### src/ppu_defs.vh
// Register offsets, reset values and field positions of the pattern unit
`ifndef PPU_DEFS_VH
`define PPU_DEFS_VH
// Byte addresses on the APB (low 16 bits of the address)
`define PPU_OFF_PEND_HIGH 16'hffa4
`define PPU_OFF_PEND_LOW 16'hffa5
`define PPU_OFF_PEND_G2 16'hffa6
`define PPU_OFF_PEND_G0 16'hffa7
`define PPU_OFF_EN_HIGH 16'hffa2
`define PPU_OFF_EN_LOW 16'hffa3
`define PPU_OFF_TRIG_SEL 16'hffa1
`define PPU_OFF_PORT_A 16'hffd3
`define PPU_OFF_PORT_B 16'hffd6
// Reset values
`define PPU_RST_PEND 8'h00
`define PPU_RST_EN 8'h00
`define PPU_RST_PORT 8'h00
`define PPU_RST_TRIG_SEL 8'hff
// Value of reserved bits and empty addresses
`define PPU_RSVD_BYTE 8'hff
// Trigger select field positions, two bits per group
`define PPU_SEL_G0_LSB 0
`define PPU_SEL_G1_LSB 2
`define PPU_SEL_G2_LSB 4
`define PPU_SEL_G3_LSB 6
`endif

### src/ppu_pattern_transfer.v
// Next-data staging and compare-match transfer of the pulse pattern unit
//
// The implementer's own choice: the APB interface to the registers.
`timescale 1ns/10ps
`include "ppu_defs.vh"
// Operation
// Port B output value is 8 bits, resets to zero, serves groups 2 and 3.
// Port B bits enabled for transfer ignore software writes, stay readable.
// Pending low byte is 8-bit R/W: upper nibble group 1, lower group 0.
// Pending high byte is 8-bit R/W: upper nibble group 3, lower group 2.
// Pending and enable registers clear on reset/hardware standby, not soft.
// Groups 0,1 same trigger: all bits at 0xffa5, 0xffa7 reads ones.
// Groups 0,1 differ: group 1 at 0xffa5 high, group 0 at 0xffa7 low.
// Groups 2,3 same trigger: all bits at 0xffa4, 0xffa6 reads ones.
// Groups 2,3 differ: group 3 at 0xffa4 high, group 2 at 0xffa6 low.
// On group trigger, enabled pending low bits copy into port A.
// On group trigger, enabled pending high bits copy into port B.
// Port A bits enabled for transfer ignore software writes, stay readable.
// Two-bit field per group picks timer channel; resets to 0xff.
// Compare match is a one-cycle pulse; transfer in that same cycle.
module ppu_pattern_transfer (
    input wire pclk, // System clock, 250 MHz
    input wire presetn, // Asynchronous reset, active low
    input wire hw_standby, // Hardware standby request, returns registers to reset values
    input wire psel, // APB select
    input wire penable, // APB access phase
    input wire pwrite, // APB direction, high for write
    input wire [31:0] paddr, // APB byte address
    input wire [31:0] pwdata, // APB write data, low byte used
    input wire [3:0] pstrb, // APB byte strobes, lane 0 used
    output reg [31:0] prdata, // APB read data, registered
    output reg pready, // APB ready, registered
    output reg pslverr, // APB error on unmapped address
    input wire [3:0] compare_match, // Timer channel 3..0 match pulses
    output reg [7:0] port_a_out, // Pattern pins 7..0
    output reg [7:0] port_b_out // Pattern pins 15..8
);

    reg [7:0] pend_low_q;
    reg [7:0] pend_high_q;
    reg [7:0] en_low_q;
    reg [7:0] en_high_q;
    reg [7:0] trig_sel_q;
    reg [7:0] port_a_q;
    reg [7:0] port_b_q;
    reg [7:0] rd_byte;
    reg rd_hit;
    reg [3:0] grp_fire;
    reg [7:0] fire_a;
    reg [7:0] fire_b;
    reg [7:0] pend_low_d;
    reg [7:0] pend_high_d;
    reg [7:0] port_a_d;
    reg [7:0] port_b_d;
    reg [7:0] en_low_d;
    reg [7:0] en_high_d;
    reg [7:0] trig_sel_d;
    wire [15:0] addr_lo;
    wire acc;
    wire wr;
    wire wr_pend_low;
    wire wr_pend_g0;
    wire wr_pend_high;
    wire wr_pend_g2;
    wire wr_en_low;
    wire wr_en_high;
    wire wr_trig_sel;
    wire wr_port_a;
    wire wr_port_b;
    wire same_01;
    wire same_23;
    wire [1:0] sel0;
    wire [1:0] sel1;
    wire [1:0] sel2;
    wire [1:0] sel3;

    // Decode of one APB access; a write lands once, on the first access-phase
    // edge with pready low, so the answer always takes one wait state
    assign addr_lo = paddr[15:0];
    assign acc = psel && penable && !pready;
    assign wr = acc && pwrite && pstrb[0];

    // Per-register write strobes, one per decoded address
    assign wr_pend_low = wr && (addr_lo == `PPU_OFF_PEND_LOW);
    assign wr_pend_g0 = wr && (addr_lo == `PPU_OFF_PEND_G0);
    assign wr_pend_high = wr && (addr_lo == `PPU_OFF_PEND_HIGH);
    assign wr_pend_g2 = wr && (addr_lo == `PPU_OFF_PEND_G2);
    assign wr_en_low = wr && (addr_lo == `PPU_OFF_EN_LOW);
    assign wr_en_high = wr && (addr_lo == `PPU_OFF_EN_HIGH);
    assign wr_trig_sel = wr && (addr_lo == `PPU_OFF_TRIG_SEL);
    assign wr_port_a = wr && (addr_lo == `PPU_OFF_PORT_A);
    assign wr_port_b = wr && (addr_lo == `PPU_OFF_PORT_B);

    // Group trigger selection fields
    assign sel0 = trig_sel_q[`PPU_SEL_G0_LSB +: 2];
    assign sel1 = trig_sel_q[`PPU_SEL_G1_LSB +: 2];
    assign sel2 = trig_sel_q[`PPU_SEL_G2_LSB +: 2];
    assign sel3 = trig_sel_q[`PPU_SEL_G3_LSB +: 2];

    // Paired groups share one byte view when their fields match
    assign same_01 = (sel0 == sel1);
    assign same_23 = (sel2 == sel3);

    // Each group watches the compare-match channel its field selects
    always @* begin
        grp_fire[0] = compare_match[sel0]; // see
        grp_fire[1] = compare_match[sel1]; // see
        grp_fire[2] = compare_match[sel2]; // see
        grp_fire[3] = compare_match[sel3]; // see
    end

    // Per-bit transfer masks: only enabled bits of a firing group move
    always @* begin
        fire_a = {{4{grp_fire[1]}}, {4{grp_fire[0]}}} & en_low_q;
        fire_b = {{4{grp_fire[3]}}, {4{grp_fire[2]}}} & en_high_q;
    end

    // Next value of the pending low byte, address view per pairing
    always @* begin
        pend_low_d = pend_low_q;
        if (wr_pend_low) begin
            if (same_01) begin
                pend_low_d = pwdata[7:0]; // see
            end else begin
                pend_low_d[7:4] = pwdata[7:4];
            end
        end
        if (wr_pend_g0 && !same_01) begin
            pend_low_d[3:0] = pwdata[3:0];
        end
    end

    // Next value of the pending high byte, address view per pairing
    always @* begin
        pend_high_d = pend_high_q;
        if (wr_pend_high) begin
            if (same_23) begin
                pend_high_d = pwdata[7:0]; // see
            end else begin
                pend_high_d[7:4] = pwdata[7:4];
            end
        end
        if (wr_pend_g2 && !same_23) begin
            pend_high_d[3:0] = pwdata[3:0];
        end
    end

    // Next values of enables and trigger select, plain read/write bytes
    always @* begin
        en_low_d = en_low_q;
        en_high_d = en_high_q;
        trig_sel_d = trig_sel_q;
        if (wr_en_low) begin
            en_low_d = pwdata[7:0];
        end
        if (wr_en_high) begin
            en_high_d = pwdata[7:0];
        end
        if (wr_trig_sel) begin
            trig_sel_d = pwdata[7:0];
        end
    end

    // Port values: software writes only unlocked bits, transfer wins
    always @* begin
        port_a_d = port_a_q;
        port_b_d = port_b_q;
        if (wr_port_a) begin
            port_a_d = (port_a_q & en_low_q) | (pwdata[7:0] & ~en_low_q);
        end
        if (wr_port_b) begin
            port_b_d = (port_b_q & en_high_q) | (pwdata[7:0] & ~en_high_q);
        end
        port_a_d = (port_a_d & ~fire_a) | (pend_low_q & fire_a);
        port_b_d = (port_b_d & ~fire_b) | (pend_high_q & fire_b);
    end

    // Read mux; reserved nibbles and empty views read as ones
    always @* begin
        rd_byte = `PPU_RSVD_BYTE;
        rd_hit = 1'b1;
        case (addr_lo)
            `PPU_OFF_PEND_LOW: begin
                rd_byte = same_01 ? pend_low_q
                        : {pend_low_q[7:4], 4'hf}; // see
            end
            `PPU_OFF_PEND_G0: begin
                rd_byte = same_01 ? `PPU_RSVD_BYTE
                        : {4'hf, pend_low_q[3:0]}; // see
            end
            `PPU_OFF_PEND_HIGH: begin
                rd_byte = same_23 ? pend_high_q
                        : {pend_high_q[7:4], 4'hf}; // see
            end
            `PPU_OFF_PEND_G2: begin
                rd_byte = same_23 ? `PPU_RSVD_BYTE
                        : {4'hf, pend_high_q[3:0]}; // see
            end
            `PPU_OFF_EN_LOW: rd_byte = en_low_q;
            `PPU_OFF_EN_HIGH: rd_byte = en_high_q;
            `PPU_OFF_TRIG_SEL: rd_byte = trig_sel_q;
            `PPU_OFF_PORT_A: rd_byte = port_a_q;
            `PPU_OFF_PORT_B: rd_byte = port_b_q;
            default: rd_hit = 1'b0;
        endcase
    end

    // Pending bytes; hardware standby clears them, soft standby keeps them
    always @(posedge pclk or negedge presetn) begin
        if (!presetn) begin
            pend_low_q <= `PPU_RST_PEND;
            pend_high_q <= `PPU_RST_PEND;
        end else if (hw_standby) begin
            pend_low_q <= `PPU_RST_PEND;
            pend_high_q <= `PPU_RST_PEND;
        end else begin
            pend_low_q <= pend_low_d;
            pend_high_q <= pend_high_d;
        end
    end

    // Transfer enables; hardware standby clears them like reset
    always @(posedge pclk or negedge presetn) begin
        if (!presetn) begin
            en_low_q <= `PPU_RST_EN;
            en_high_q <= `PPU_RST_EN;
        end else if (hw_standby) begin
            en_low_q <= `PPU_RST_EN;
            en_high_q <= `PPU_RST_EN;
        end else begin
            en_low_q <= en_low_d;
            en_high_q <= en_high_d;
        end
    end

    // Trigger select; every group starts on the last channel
    always @(posedge pclk or negedge presetn) begin
        if (!presetn) begin
            trig_sel_q <= `PPU_RST_TRIG_SEL;
        end else if (hw_standby) begin
            trig_sel_q <= `PPU_RST_TRIG_SEL;
        end else begin
            trig_sel_q <= trig_sel_d;
        end
    end

    // Port registers; standby clears them so the pins restart at zero
    always @(posedge pclk or negedge presetn) begin
        if (!presetn) begin
            port_a_q <= `PPU_RST_PORT;
            port_b_q <= `PPU_RST_PORT;
        end else if (hw_standby) begin
            port_a_q <= `PPU_RST_PORT;
            port_b_q <= `PPU_RST_PORT;
        end else begin
            port_a_q <= port_a_d;
            port_b_q <= port_b_d;
        end
    end

    // Ready pulses one cycle after the first access-phase edge
    always @(posedge pclk or negedge presetn) begin
        if (!presetn) begin
            pready <= 1'b0;
        end else begin
            pready <= acc;
        end
    end

    // Error pulses with ready when no register sits at the address
    always @(posedge pclk or negedge presetn) begin
        if (!presetn) begin
            pslverr <= 1'b0;
        end else begin
            pslverr <= acc && !rd_hit;
        end
    end

    // Read data is captured with ready and held until the next read
    always @(posedge pclk or negedge presetn) begin
        if (!presetn) begin
            prdata <= 32'h0000_0000;
        end else if (acc && !pwrite) begin
            prdata <= {24'h00_0000, rd_byte};
        end
    end

    // Pattern pins 7..0; standby clears them in step with the register
    always @(posedge pclk or negedge presetn) begin
        if (!presetn) begin
            port_a_out <= `PPU_RST_PORT;
        end else if (hw_standby) begin
            port_a_out <= `PPU_RST_PORT;
        end else begin
            port_a_out <= port_a_d;
        end
    end

    // Pattern pins 15..8; standby clears them in step with the register
    always @(posedge pclk or negedge presetn) begin
        if (!presetn) begin
            port_b_out <= `PPU_RST_PORT;
        end else if (hw_standby) begin
            port_b_out <= `PPU_RST_PORT;
        end else begin
            port_b_out <= port_b_d;
        end
    end

endmodule

### config.mk
export PLATFORM = sky130hd
export DESIGN_NAME = ppu_pattern_transfer
export DESIGN_NICKNAME = d
export VERILOG_FILES = /design/src/ppu_pattern_transfer.v
export VERILOG_INCLUDE_DIRS = /design/src /design/src/src
export SDC_FILE = /design/constraint.sdc
export NUM_CORES = 1
export LEC_CHECK = 0
export BUFFER_PORTS_ARGS = -buffer_cell sky130_fd_sc_hd__buf_2
export CORE_MARGIN = 3
export CORE_UTILIZATION = 48
export CTS_CLUSTER_DIAMETER = 80
export CTS_CLUSTER_SIZE = 20
export DETAILED_ROUTE_END_ITERATION = 7
export GPL_ROUTABILITY_DRIVEN = 0
export HOLD_SLACK_MARGIN = 0.05
export PLACE_DENSITY = 0.81
export SLEW_MARGIN = 5
export SYNTH_ARGS = -nofsm -noshare
export SYNTH_HDL_FRONTEND = slang
export SYNTH_SLANG_ARGS = --single-unit
### constraint.sdc
create_clock -name pclk -period 3.1 [get_ports pclk]
set_input_delay 0.31 -clock pclk [delete_from_list [all_inputs] [get_ports pclk]]
set_output_delay 0.31 -clock pclk [all_outputs]
set_load 0.05 [all_outputs]
==> impl_metrics.yaml <==
yosys:
  synth.cell_area_mm2: 0.00416
  synth_cell_type_count: 54
  synth_edf_count: 0
  syn_avg_cell_area_um2: 9.40
  netlist.area_leader.share_pct: 34.9
  synth_area_leaders: "dfrtp_1 (35%), dfstp_2 (5.0%), mux2i_1 (5.0%)"
  async_flop_share_pct: 100
  syn-instance-count: 443
  yosysTopAreaCell: "dfrtp_1"
  ys.flop_type: "dfrtp_1"
  ys_seq_area_share_pct: 39.9
  yosysMostFrequentCell: "dfrtp_1"
  synth_common_cells: "dfrtp_1 (58), nand2_1 (56), nor2_1 (30), buf_4 (24), o21ai_0 (22)"
  ys_seq_elements: 66
  yosys_warnings: 0
floorplan:
  pin_count: 128
  core_mm2: 0.00830
  die_w_um: 99.1
  die_height_um: 99.1
  rows: 33
  start_util_pct: 50.2
  die-area_mm2: 0.00983
cts:
  cts_setup_buffers: 0
  hold_buffers: 0
  clk_path_buf_depth: 2
  cts.reportedPaths.clkPinSlew_ps: 70
  clock-sinks: 66
  cts.repair.resized: 0
  cts_tree: "yes"
  root_buffer: "clkbuf_8"
  insertion_delay_ps: 350
  cts_buffers: 9
  cts.htree.levels: 3
hold_path:
  hold_class: "primary input to asynchronous set/reset pin"
routing:
  ant_nets: 0
  vias: 3737
  drc: 0
  drtIter0Drc: 308
  wl_per_cell_um: 18.3
  wl_um: 11200
  drt_first_pass_iters: 4
  routed_via_density: 6.13
power:
  internal_power_mw: 1.23
  comb_power_share_pct: 14.3
  power.total_mw: 1.74
  swShare_pct: 29.4
  p_sw_uw: 512
  clkPwrFrac_pct: 34.9
  power.share.sequential_pct: 50.7
  max-vdd-ir-drop_uv: 165
  p_per_area_mw_per_mm2: 376
  p_leak_nw: 2.09
finish:
  final_util_pct: 55.7
  register_area_mm2: 0.00166
  syn2layout_area_growth_pct: 11.1
  fin_nets: 578
  antenna_cells: 0
  final.fill_count: 731
  multi_input_area_mm2: 0.00225
  layout-drive-gt1-share_pct: 21.8
job:
  cap_violations: 0
timing:
  fin_ws_ps: 725
  rsz0062_at_grt: "false"
  max_freq_mhz: 421
  slew_headroom_pct: 35.8
  fin_skew_ps: 5.01
  worstMarginPinSlew_ps: 963
  timing.final.crit_share_pct: 76.6
  hold_violations: 0
  tns_ps: 0
  slew_violations: 0
  min_period_ps: 2380
  setup_viol: 0
global_route:
  grt_max_degree: 55
  grt_pass1_wl_um: 17900
  grt_overflow: 0
  antenna_found_initial: 0
  first_global_vias: 3543
  gr-usage-all-layers_pct: 22.8
run_status:
  status: "finished clean"
placed_design:
  io_buffers: 60
  place_ws_ps: 709
  dp_hpwl_um: 8000
setup_path:
  crit_path_start_kind: "flop"
  timing.rr.start: "pready$_DFF_PN0_"
  critical_path_class: "flop to flop"
  cp.required_ps: 3290
  arrival_ps: 2570
  crit_start: "pready$_DFF_PN0_"
  end_kind: "flop"
  r2r_slack_ps: 720
  crit_fanout: 10
==> cells by family after synthesis <==
kind of cell / share of synthesized area, %
AND/OR/NAND/NOR: 19.1
multiplexers: 9.38
flip-flops: 39.9
buffers and inverters: 8.09
other: 0.0901
XOR/XNOR: 1.89
AO/OA/AOI/OAI: 21.6
==> routing by layer <==
layer / global-route usage, % / share of wire (%) / vias to the layer above
met1: 30.8 / 43 / 1822
met3: 5.47 / 8.7 / 20
li1: - / - / 1701
met5: 0 / 0 / -
met2: 35.8 / 47 / 194
met4: 8.09 / 1.9 / 0
==> cell usage in the layout, fill, tap and decap left out, types with 3 or more instances in the layout <==
cell type	count
and3_1	3
clkbuf_1	4
dfrtp_1	58
nor2_1	30
mux2i_1	21
inv_1	19
xnor2_1	5
nand3b_1	11
buf_2	60
clkbuf_8	9
buf_4	7
a22o_1	8
a22oi_1	9
xor2_1	4
conb_1	24
o31a_1	17
dfstp_2	8
nand2_1	56
a21oi_1	13
mux4_2	4
o22a_1	3
nand4bb_1	3
nor4_1	5
a31oi_1	19
o21ai_0	22
o211ai_1	5
nor2b_1	6
nand3_1	12
o21a_1	16
mux2_2	8
and2_1	3
==> power groups by stage <==
| stage | clock network, mW | logic [mW] | registers, mW |
|---|---|---|---|
| after floorplan | 0 | 0.181 | 0.903 |
| after global placement | 0 | 0.241 | 0.896 |
| after detailed placement | 0 | 0.245 | 0.897 |
| after CTS | 0.612 | 0.246 | 0.882 |
| after global routing | 0.649 | 0.267 | 0.882 |
| final | 0.608 | 0.249 | 0.882 |
==> final timing paths <==
path | end | cells after the start
min | port_a_out[4]$_DFF_PN0_ | 1
max | en_low_q[4]$_DFFE_PN0P_ | 6
max reg2reg | en_low_q[4]$_DFFE_PN0P_ | 6
max in group asynchronous | trig_sel_q[0]$_DFFE_PN1P_ | 2
min in group pclk | trig_sel_q[0]$_DFFE_PN1P_ | 3
min reg2reg | prdata[7]$_DFFE_PN0P_ | 1
==> final cells by class <==
type | instances | area share (%)
clock buffer | 13 | 3.00
clock inverter | 3 | 0.379
inverter | 19 | 1.54
timing repair buffer | 67 | 7.63
multi-input combinational | 337 | 48.7
tap | 105 | 2.84
sequential | 66 | 35.9
==> sequential cells by signal (all words and copies together) (netlist names) <==
name / cells
en_high_q: 8
en_low_q: 8
pend_high_q: 8
pend_low_q: 8
port_a_out: 8
port_b_out: 8
prdata: 8
trig_sel_q: 8
pready: 1
pslverr: 1
==> critical path: stages, from the launching register on <==
cell and delay [ps]:
dfrtp_1 370, nand3b_1 190, inv_1 110, and3_1 470, nand3_1 650, mux2i_1 370
nor2_1 70
==> per-stage QoR <==
step | area [um^2] | hold slack [ps] | instances
2_1_floorplan | 4250 | 14.4 | 466
3_3_place_gp | 4470 | 472 | 594
3_5_place_dp | 4470 | 479 | 594
4_1_cts | 4620 | 105 | 610
5_1_grt | 4620 | 149 | 610
6_report | 4620 | 89.9 | 610
No activity file was read; power rests on OpenSTA's default activity.
